<file path="src/pwm_consts.svh">
// Constants for the four-channel PWM analog output block
// Operation
// - Four independent PWM channels, each host-writable.
// - Channel zero: 12-bit steps, 6 kHz period.
// - Other three: 8-bit steps, 96 kHz period.
// - New value applies at next period start.
// - Code is signed 16-bit, 7FFF max, 8000 min.
// - Pick duty giving the closest requested voltage.
// - 8-bit channels unipolar; negative codes give zero.
// - 12-bit channel bipolar; code zero is mid-scale.
`ifndef PWM_CONSTS_SVH
`define PWM_CONSTS_SVH

`define PWM_CHANNELS 4
`define HI_RES_CH 0
`define HI_RES_BITS 12
`define LO_RES_BITS 8
`define CODE_BITS 16

`define CLK_FREQ_KHZ 250000
`define STEP_FREQ_KHZ 24576
`define HI_RES_RATE_HZ 6000
`define LO_RES_RATE_HZ 96000
`define HI_RES_STEPS (`STEP_FREQ_KHZ * 1000 / `HI_RES_RATE_HZ)
`define LO_RES_STEPS (`STEP_FREQ_KHZ * 1000 / `LO_RES_RATE_HZ)

// One spare bit so the accumulator plus increment never wraps
`define ACC_W 19
`define ACC_INC 19'h06000
`define ACC_MOD 19'h3D090

`define UNI_ROUND 16'h0040
`define UNI_MSB 15
`define UNI_LSB 7
`define BI_ROUND 17'h00008
`define BI_MSB 16
`define BI_LSB 4
`define SIGN_BIT 15

`endif

</file>
<file path="src/pwm_pkg.sv">
// Types shared by the PWM analog output block
package pwm_pkg;
  typedef logic [15:0] code_t;
  typedef logic [1:0] ch_t;

  typedef struct packed {
    logic valid;
    ch_t ch;
    code_t data;
  } wr_req_s;

  typedef struct packed {
    logic [3:0] level;
    logic [3:0] period_start;
  } pwm_out_s;
endpackage

</file>
<file path="src/pwm_channel.sv">
// One PWM channel: step counter, period-latched duty, output flop
`timescale 1ns/1ps
`include "pwm_consts.svh"
module pwm_channel #(
  parameter int unsigned CNT_W = 8,
  parameter int unsigned STEPS = 256
) (
  input wire logic clk_i,
  input wire logic rst_n_i,
  input wire logic step_i,
  input wire logic [CNT_W:0] duty_i,
  output logic pwm_o,
  output logic wrap_o
);
  typedef struct packed {
    logic [CNT_W-1:0] cnt;
    logic [CNT_W:0] duty;
    logic out;
  } chan_state_s;

  localparam logic [CNT_W-1:0] LAST = CNT_W'(STEPS - 1);

  chan_state_s state_ff;
  chan_state_s nxt_state;
  logic wrap;

  assign wrap = step_i && (state_ff.cnt == LAST);

  always_comb begin
    nxt_state = state_ff;
    if (step_i) begin
      nxt_state.cnt = wrap ? '0 : state_ff.cnt + 1'h1;
    end
    // Duty only changes at the period boundary so no runt pulse appears
    if (wrap) begin
      nxt_state.duty = duty_i;
    end
    // Duty of 2^CNT_W keeps the line high for the whole period
    nxt_state.out = ({1'h0, nxt_state.cnt} < nxt_state.duty);
  end

  always_ff @(posedge clk_i) begin
    if (!rst_n_i) begin
      state_ff <= '0;
    end else begin
      state_ff <= nxt_state;
    end
  end

  assign pwm_o = state_ff.out;
  assign wrap_o = wrap;
endmodule // pwm_channel

</file>
<file path="src/pwm_analog_out.sv">
// Four-channel PWM analog output: write port, code mapping, step clock
`timescale 1ns/1ps
`include "pwm_consts.svh"
module pwm_analog_out (
  input wire logic clk_i,
  input wire logic rst_n_i,
  input wire pwm_pkg::wr_req_s wr_i,
  input wire pwm_pkg::ch_t rd_ch_i,
  output pwm_pkg::code_t rd_data_o,
  output logic [3:0] pending_o,
  output pwm_pkg::pwm_out_s pwm_o
);

  // Whole state of this module
  typedef struct packed {
    logic [`ACC_W-1:0] acc;
    logic step;
    logic [`PWM_CHANNELS-1:0][`CODE_BITS-1:0] code;
    logic [`PWM_CHANNELS-1:0] pending;
    pwm_pkg::code_t rd_data;
  } top_state_s;

  top_state_s state_ff;
  top_state_s nxt_state;

  logic [`PWM_CHANNELS-1:0] level;
  logic [`PWM_CHANNELS-1:0] wrap;
  logic [`HI_RES_BITS:0] hi_duty;
  logic [`PWM_CHANNELS-1:`HI_RES_CH+1][`LO_RES_BITS:0] lo_duty;
  logic [`ACC_W-1:0] acc_sum;

  // Unipolar mapping for the 8-bit channels.
  // Negative codes saturate at zero duty. Positive codes are rounded to
  // the nearest of 257 duty levels, so 7FFF reaches full-on.
  function automatic logic [`LO_RES_BITS:0] map_unipolar(
    input pwm_pkg::code_t code
  );
    logic [`CODE_BITS-1:0] rounded;
    rounded = code + `UNI_ROUND;
    if (code[`SIGN_BIT]) begin
      map_unipolar = '0;
    end else begin
      map_unipolar = rounded[`UNI_MSB:`UNI_LSB];
    end
  endfunction

  // Bipolar mapping for the 12-bit channel.
  // Flipping the sign bit turns the signed code into an offset binary
  // value, so 8000 gives zero duty, 0000 gives half and 7FFF full.
  function automatic logic [`HI_RES_BITS:0] map_bipolar(
    input pwm_pkg::code_t code
  );
    logic [`CODE_BITS-1:0] offset;
    logic [`CODE_BITS:0] rounded;
    offset = {~code[`SIGN_BIT], code[`SIGN_BIT-1:0]};
    rounded = {1'h0, offset} + `BI_ROUND;
    map_bipolar = rounded[`BI_MSB:`BI_LSB];
  endfunction

  // Fractional step generator.
  // The system clock is not a multiple of the step rate, so a phase
  // accumulator gives an exact average rate at the cost of up to one
  // clock of jitter on each step.
  assign acc_sum = state_ff.acc + `ACC_INC;

  always_comb begin
    nxt_state = state_ff;

    // Step clock shared by every channel keeps both period rates exact
    if (acc_sum >= `ACC_MOD) begin
      nxt_state.acc = acc_sum - `ACC_MOD;
      nxt_state.step = 1'h1;
    end else begin
      nxt_state.acc = acc_sum;
      nxt_state.step = 1'h0;
    end

    // A period boundary retires the pending flag of its channel
    for (int i = 0; i < `PWM_CHANNELS; i++) begin
      if (wrap[i]) begin
        nxt_state.pending[i] = 1'h0;
      end
    end

    // Host write stores the code for the next period.
    // A write landing on the boundary cycle misses that boundary, so its
    // pending flag is set after the clear and waits for the next one.
    if (wr_i.valid) begin
      nxt_state.code[wr_i.ch] = wr_i.data;
      nxt_state.pending[wr_i.ch] = 1'h1;
    end

    nxt_state.rd_data = state_ff.code[rd_ch_i];
  end

  always_ff @(posedge clk_i) begin
    if (!rst_n_i) begin
      state_ff <= '0;
    end else begin
      state_ff <= nxt_state;
    end
  end

  // Code mapping from the staged values.
  // Reset leaves every code and channel duty at zero: zero duty on the bipolar channel
  // until its first boundary loads mid-scale, and zero volts on the unipolar ones.
  assign hi_duty = map_bipolar(state_ff.code[`HI_RES_CH]);

  genvar g;
  generate
    for (g = `HI_RES_CH + 1; g < `PWM_CHANNELS; g++) begin : g_lo_map
      assign lo_duty[g] = map_unipolar(state_ff.code[g]);
    end
  endgenerate

  // High-resolution channel
  pwm_channel #(
    .CNT_W(`HI_RES_BITS),
    .STEPS(`HI_RES_STEPS)
  ) u_hi_chan (
    .clk_i(clk_i),
    .rst_n_i(rst_n_i),
    .step_i(state_ff.step),
    .duty_i(hi_duty),
    .pwm_o(level[`HI_RES_CH]),
    .wrap_o(wrap[`HI_RES_CH])
  );

  // Low-resolution channels
  generate
    for (g = `HI_RES_CH + 1; g < `PWM_CHANNELS; g++) begin : g_lo_chan
      pwm_channel #(
        .CNT_W(`LO_RES_BITS),
        .STEPS(`LO_RES_STEPS)
      ) u_lo_chan (
        .clk_i(clk_i),
        .rst_n_i(rst_n_i),
        .step_i(state_ff.step),
        .duty_i(lo_duty[g]),
        .pwm_o(level[g]),
        .wrap_o(wrap[g])
      );
    end
  endgenerate

  // Outputs
  assign rd_data_o = state_ff.rd_data;
  assign pending_o = state_ff.pending;
  assign pwm_o.level = level;
  // Period start is a one-cycle pulse taken straight from the counters
  assign pwm_o.period_start = wrap;

endmodule // pwm_analog_out

</file>
<file path="config.mk">
export PLATFORM = sky130hd
export DESIGN_NAME = pwm_analog_out
export DESIGN_NICKNAME = d
export VERILOG_FILES = /design/src/pwm_pkg.sv /design/src/pwm_channel.sv /design/src/pwm_analog_out.sv
export VERILOG_INCLUDE_DIRS = /design/src
export SDC_FILE = /design/constraint.sdc
export NUM_CORES = 1
export LEC_CHECK = 0
export BUFFER_PORTS_ARGS = -buffer_cell sky130_fd_sc_hd__buf_2
export CORE_UTILIZATION = 55
export CTS_CLUSTER_DIAMETER = 60
export DETAILED_ROUTE_END_ITERATION = 8
export GPL_ROUTABILITY_DRIVEN = 0
export PLACE_DENSITY = 0.8
export SYNTH_ARGS = -nofsm -noshare
export SYNTH_HDL_FRONTEND = slang
export SYNTH_HIERARCHICAL = 1
export SYNTH_SLANG_ARGS = --single-unit
export TNS_END_PERCENT = 10
</file>
<file path="constraint.sdc">
create_clock -name clk_i -period 4 [get_ports clk_i]
set_input_delay 0.8 -clock clk_i [delete_from_list [all_inputs] [get_ports clk_i]]
set_output_delay 0.8 -clock clk_i [all_outputs]
set_load 0.01 [all_outputs]
</file>
==> impl_metrics.json, run 1 <==
{
  "swShare_pct": 23.5,
  "rows": 47,
  "core_area_um2": 16800,
  "layout.nets": 1132,
  "ys_seq_elements": 180,
  "hold_path_end": "g_lo_chan[3].u_lo_chan/state_ff[1]",
  "synth.avg_cell_area_um2": 9.03,
  "max_freq_ghz": 0.294,
  "finalPower_mw": 3.82,
  "wirelength_met1_um": 9330,
  "viasPerCell": 5.71,
  "slew_viol_final": 0,
  "yosys_most_used_dff": "dfxtp_1",
  "p_seq_share_pct": 48.9,
  "worstReg2RegStart": "state_ff[84]",
  "worst_slew_pin_slew_ns": 1.18,
  "drv_cap": 0,
  "yosys_warnings": 6,
  "hp-class": "reg -> reg",
  "cp.arrival_ns": 2.60,
  "outcome": "finished clean",
  "ir_worst_vdd_v": 0.000313,
  "finalWirelength_um": 20800,
  "die_area_um2": 18000,
  "drive_gt1_share_pct": 15.6,
  "cp_max_fo": 18,
  "synthesis.area_um2": 9600,
  "cts-resized-gates": 0,
  "async_reset_ff_share_pct": 0,
  "start_kind": "flip-flop",
  "wl_met3_um": 993,
  "syn_inst": 1063,
  "pre_cts_slack_ns": 0.786,
  "fin_crit_sh_pct": 85.0,
  "p_sw_mw": 0.897,
  "syn-num-nets": 1130,
  "fin_hold_ws_ns": 0.460,
  "yosysSeqAreaShare_pct": 37.5,
  "holdPathStages": 2,
  "synth_cell_types": 79,
  "cts_hold_buf": 0,
  "postLayoutCellArea_um2": 10300,
  "place_area_um2": 9720,
  "initial_core_util_pct": 57.1,
  "routed-wl-met2_um": 10200,
  "criticalPathCategory": "reg -> out",
  "drt_iter0_markers": 556,
  "top_layer": "met4",
  "min_from": "g_lo_chan[3].u_lo_chan/state_ff[1]",
  "synth.top_cell.area_share_pct": 37.5,
  "p_leak_nw": 4.02,
  "grt-ovfl-total": 0,
  "clock-sinks": 180,
  "rr_worst_depth": 10,
  "numCtsBuffers": 17,
  "critPathCaptureType": "output port",
  "clk_pin_slew_worst_paths_ns": 0.07,
  "combPwrFrac_pct": 6.3,
  "powerDensity_nw_per_um2": 370,
  "diodes": 0,
  "antenna_found_initial": 0,
  "first_global_vias": 6973,
  "rsz0062_at_grt": "false",
  "reg2reg_to": "u_hi_chan/pwm_o",
  "synth.area.top_cells": "dfxtp_1 38%, nand2_1 6.8%, ha_1 5.7%, a21boi_0 5.3%, mux2i_2 4.0%",
  "area_growth_pct": 7.47,
  "synth_top_area_cell": "dfxtp_1",
  "io_buffers": 50,
  "grt_max_degree": 101,
  "root_buffer": "clkbuf_16",
  "drtPass1Iterations": 5,
  "tns_ns": 0,
  "clk-insertion-delay-late_ns": 0.43,
  "skew_ns": 0.0125,
  "die-width_um": 134,
  "critPathRequiredTime_ns": 3.20,
  "postCtsSetupRepairBufs": 0,
  "cts.path.max_buffers": 2,
  "cts_tree": "yes",
  "drtAntennaViolNets": 0,
  "die_h_um": 134,
  "p_clk_share_pct": 44.8,
  "dp_hpwl_um": 14400,
  "hold_viol_final": 0,
  "vias": 7406,
  "ios": 51,
  "multi_input_area_um2": 5440,
  "setup_slack_ns": 0.600,
  "drc": 0,
  "fillCellCount": 1455,
  "wl_per_cell_um": 16.1,
  "period_needed_ns": 3.40,
  "setup_violations": 0,
  "synth_edf_count": 0,
  "ff_latch_area_um2": 3600,
  "reg2reg_slack_ns": 0.75,
  "grt_pass1_wl_um": 34200,
  "p_int_mw": 2.92,
  "track_usage_pct": 23.9,
  "max_slew_margin_pct": 20.8,
  "htree_num_levels": 4
}
==> layout by cell type (no fill, tap or decap), drive strengths merged, types with 4 or more instances in the layout <==
master     n
a2111oi    4
a21boi    71
a21o       4
a21oi     32
and2      44
and3      12
and4       6
buf       54
clkbuf    20
dfxtp    180
ha        44
inv       31
mux2i     41
mux4      16
nand2    173
nand2b    16
nand3     30
nand4     16
nor2      82
nor2b     10
nor3      13
nor3b      4
nor4       8
o2111ai    4
o21a       5
o21ai     26
o31a       4
o31ai      5
or2        9
or3       20
xnor2     32
xor2      18
==> logic make-up after synthesis <==
kind of cell | synth area share [%]
flops | 37.5
mux | 9.73
xor+xnor | 4.64
buf+inv | 5.84
compound gates | 12.9
fa+ha+maj | 5.73
simple gates | 23.6
==> cell type report <==
class | instances | share of cell area (%)
Clock inverter | 11 | 1.45
Sequential cell | 180 | 34.9
Multi-Input combinational cell | 784 | 52.8
Inverter | 28 | 1.02
Timing Repair Buffer | 54 | 2.86
Tap cell | 220 | 2.67
Clock buffer | 20 | 4.33
==> flip-flops by register name, summed over array words and instances (netlist names) <==
signal / flops
pending_o: 4
state_ff: 80
g_lo_chan.u_lo_chan/state_ff: 51
u_hi_chan/pwm_o: 1
g_lo_chan.u_lo_chan/pwm_o: 3
rd_data_o: 16
u_hi_chan/state_ff: 25
==> Yosys cell counts (all sizes together) (3+ instances only) <==
cell type / count
or2: 9
a21oi: 32
o2111ai: 4
o21ai: 26
nor3b: 4
nor4: 8
nand3: 30
nor2: 82
clkbuf: 31
xor2: 18
o31a: 4
nand4: 16
mux2i: 41
nor3: 13
nand2b: 16
dfxtp: 180
o21a: 5
o31ai: 5
mux2: 3
o311ai: 3
xnor2: 32
nor2b: 10
or3: 20
o32ai: 3
buf: 40
and3: 12
a2111oi: 4
mux4: 16
and2: 44
inv: 28
o221ai: 3
and4: 6
nand2: 173
a21o: 4
ha: 44
a21boi: 71
==> worst max path at each step <==
| stage | startpoint | to | slack, ns | cells after the start |
|---|---|---|---|---|
| after global routing | state_ff[84] | pwm_o[0] | 0.38 | 4 |
| after global placement | state_ff[84] | u_hi_chan/pwm_o | 0.91 | 10 |
| after detailed placement | state_ff[84] | u_hi_chan/pwm_o | 0.79 | 10 |
| after CTS | state_ff[84] | pwm_o[0] | 0.59 | 4 |
| final | state_ff[84] | pwm_o[0] | 0.60 | 4 |
| after floorplan | state_ff[84] | g_lo_chan[3].u_lo_chan/pwm_o | 1.22 | 11 |
==> power groups by stage <==
stage                     sequential (mW)  combinational (mW)  clock (mW)
final                                1.87               0.240        1.71
after global routing                 1.87               0.265        1.81
after CTS                            1.87               0.241        1.74
after detailed placement             1.91               0.238           0
after global placement               1.91               0.234           0
after floorplan                      1.89               0.193           0
==> layer usage <==
metal / up-vias / track usage [%]
met4: 0 / 7.62
met2: 166 / 40.2
met5: - / 0
met1: 3550 / 30.7
met3: 24 / 4.95
li1: 3666 / -
==> stage by stage <==
| stage | util [%] | cells |
|---|---|---|
| after global routing | 61.4 | 1297 |
| final | 61.4 | 1297 |
| after detailed placement | 57.8 | 1266 |
| after CTS | 61.4 | 1297 |
| after floorplan | - | 1063 |
| after global placement | 57.8 | 1266 |
==> worst max-delay path: stages, from the launching register on <==
cell and delay (ns):
dfxtp_1 0.71, and4_1 0.48, nand4_4 0.40, inv_1 0.37, buf_2 0.20
No activity file was read; power rests on OpenSTA's default activity.
==> run 2: changes to the inputs <==
--- a/config.mk
+++ b/config.mk
@@ -14,2 +14,3 @@
 export PLACE_DENSITY = 0.8
+export SETUP_SLACK_MARGIN = 0.05
 export SYNTH_ARGS = -nofsm -noshare
==> constraint.sdc (replaced) <==
create_clock -name clk_i -period 4 [get_ports clk_i]
set_input_delay 0.2 -clock clk_i [delete_from_list [all_inputs] [get_ports clk_i]]
set_output_delay 0.2 -clock clk_i [all_outputs]
set_load 0.01 [all_outputs]
==> run 2 against run 1 <==
Global-route usage decreased by 0.17 points. Non-clock buffer count increased by 1. Highest routed layer unchanged. Utilization increased by 0.17 points. Die area unchanged. Sequential share of layout area decreased by 0.097 points. Register-to-register slack about the same. Largest power group unchanged. Via count increased by 0.22%. Worst setup slack improved by 0.15 ns. Clock skew decreased by 0.0042 ns.
==> impl_metrics.json, run 2 (synthesized netlist as in run 1, its figures left out) <==
{
  "numCtsBuffers": 17,
  "grt_max_degree": 69,
  "drtPass1Iterations": 5,
  "place_area_um2": 9720,
  "setup_violations": 0,
  "ir_worst_vdd_v": 0.000334,
  "p_sw_mw": 0.927,
  "io_buffers": 50,
  "final_cell_mix": "180 x dfxtp_1, 173 x nand2_1, 82 x nor2_1, 68 x a21boi_0, 49 x buf_2",
  "start_kind": "flip-flop",
  "max_freq_ghz": 0.308,
  "outcome": "finished clean",
  "critPathRequiredTime_ns": 4.35,
  "reg2reg_slack_ns": 0.75,
  "crit_family": "simple AND/OR/NAND/NOR gates",
  "worstReg2RegStart": "state_ff[84]",
  "tns_ns": 0,
  "drc": 0,
  "drt_iter0_markers": 491,
  "root_buffer": "clkbuf_16",
  "crit_slowest_cell": "dfxtp_1",
  "hold_viol_final": 0,
  "viasPerCell": 5.71,
  "postCtsSetupRepairBufs": 0,
  "vias": 7422,
  "p_leak_nw": 4.04,
  "fin_hold_ws_ns": 0.0476,
  "first_global_vias": 6936,
  "p_clk_share_pct": 46.0,
  "cp_max_fo": 18,
  "hold_path_end": "state_ff[38]",
  "cts_hold_buf": 0,
  "period_needed_ns": 3.25,
  "rows": 47,
  "final_common_cell": "dfxtp_1",
  "p_int_mw": 2.98,
  "die-width_um": 134,
  "worst_slew_pin_slew_ns": 1.13,
  "ios": 51,
  "cp.buffers_inverters": 1,
  "crit_top_cell": "nor2_1",
  "reg2reg_to": "u_hi_chan/pwm_o",
  "layout.nets": 1133,
  "die_h_um": 134,
  "clock-sinks": 180,
  "cp.depth": 10,
  "clk_pin_slew_worst_paths_ns": 0.07,
  "top_register": "state_ff",
  "fin_crit_sh_pct": 81.2,
  "max_slew_margin_pct": 24.5,
  "hp-class": "in -> reg",
  "holdPathStages": 3,
  "rsz0062_at_grt": "false",
  "drtAntennaViolNets": 0,
  "drv_cap": 0,
  "initial_core_util_pct": 57.1,
  "finalPower_mw": 3.90,
  "p_seq_share_pct": 47.9,
  "die_area_um2": 18000,
  "area_growth_pct": 7.77,
  "slew_viol_final": 0,
  "track_usage_pct": 23.7,
  "top_regs": "state_ff: 80 flops, g_lo_chan.u_lo_chan/state_ff: 51 flops, u_hi_chan/state_ff: 25 flops",
  "drive_gt1_share_pct": 15.8,
  "core_area_um2": 16800,
  "cts_tree": "yes",
  "powerDensity_nw_per_um2": 377,
  "cp_slowest_stage_delay_ns": 0.72,
  "cts-resized-gates": 0,
  "wl_per_cell_um": 15.8,
  "finalWirelength_um": 20600,
  "grt-ovfl-total": 0,
  "skew_ns": 0.00827,
  "crit_chain": "and4_1 -> nand4_4 -> inv_1 -> nor2_1 -> ha_1 -> nand2_1 -> nor2_1 -> a2111oi_0 -> o211ai_1 -> a31oi_1",
  "dp_hpwl_um": 14200,
  "cp.arrival_ns": 3.60,
  "grt_pass1_wl_um": 34100,
  "critPathCaptureType": "flip-flop",
  "postLayoutCellArea_um2": 10300,
  "clk-insertion-delay-late_ns": 0.43,
  "swShare_pct": 23.7,
  "htree_num_levels": 4,
  "largest_reg_flops": 80,
  "min_from": "wr_i[2]",
  "combPwrFrac_pct": 6.1,
  "rr_worst_depth": 10,
  "cts.path.max_buffers": 2,
  "criticalPathCategory": "reg -> reg",
  "antenna_found_initial": 1
}
-- run 2: changes by cell type in the layout (fill, tap and decap cells not counted) --
cell	change
buf_12	-1
inv_6	+1
bufinv_16	+1
clkinvlp_4	-1
clkbuf_1	-1
buf_4	+2
clkbuf_8	-1
clkinv_4	+2
diode_2	+1
-- run 2: routing by layer --
metal / track usage (%) / share of wire [%] / vias to the layer above
li1: - / - / 3666
met4: 6.80 / 1.4 / 0
met1: 31.5 / 45 / 3527
met3: 4.20 / 5.0 / 23
met5: 0 / 0 / -
met2: 39.5 / 48 / 206
-- run 2: how the worst max path moves through the flow --
stage                       startpoint                            to  slack (ns)
after floorplan           state_ff[84]  g_lo_chan[3].u_lo_chan/pwm_o        1.22
after global placement    state_ff[84]               u_hi_chan/pwm_o        0.89
after detailed placement  state_ff[84]               u_hi_chan/pwm_o        0.78
after CTS                 state_ff[84]               u_hi_chan/pwm_o        0.75
after global routing      state_ff[84]               u_hi_chan/pwm_o        0.45
final                     state_ff[84]               u_hi_chan/pwm_o        0.75
-- run 2: cell type report --
cell class,count,area [um^2]
Tap cell,220,275
Fill cell,1430,6470
Timing Repair Buffer,55,290
Sequential cell,180,3600
Clock buffer,18,429
Clock inverter,14,199
Multi-Input combinational cell,784,5440
Antenna cell,1,2.50
Inverter,28,105
-- run 2: worst register-to-register path: cells and delay by family, from the launching register on --
family | cells | cell delay (ns)
buf+inv | 1 | 0.37
flops | 1 | 0.72
fa+ha+maj | 1 | 0.30
simple gates | 5 | 1.07
compound gates | 3 | 0.72
-- run 2: power by group through the flow --
stage | Sequential [mW] | Clock [mW] | Combinational [mW]
finish | 1.87 | 1.80 | 0.240
global route | 1.87 | 1.90 | 0.266
CTS | 1.87 | 1.81 | 0.239
detailed placement | 1.91 | 0 | 0.237
global placement | 1.91 | 0 | 0.233
floorplan | 1.89 | 0 | 0.193
-- run 2: metrics by stage --
| step | worst slack [ns] | util, % | cells |
|---|---|---|---|
| after floorplan | 1.22 | - | 1063 |
| after CTS | 0.753 | 61.5 | 1299 |
| after global routing | 0.451 | 61.5 | 1300 |
| after detailed placement | 0.775 | 57.8 | 1267 |
| after global placement | 0.887 | 57.8 | 1267 |
| final | 0.752 | 61.5 | 1300 |
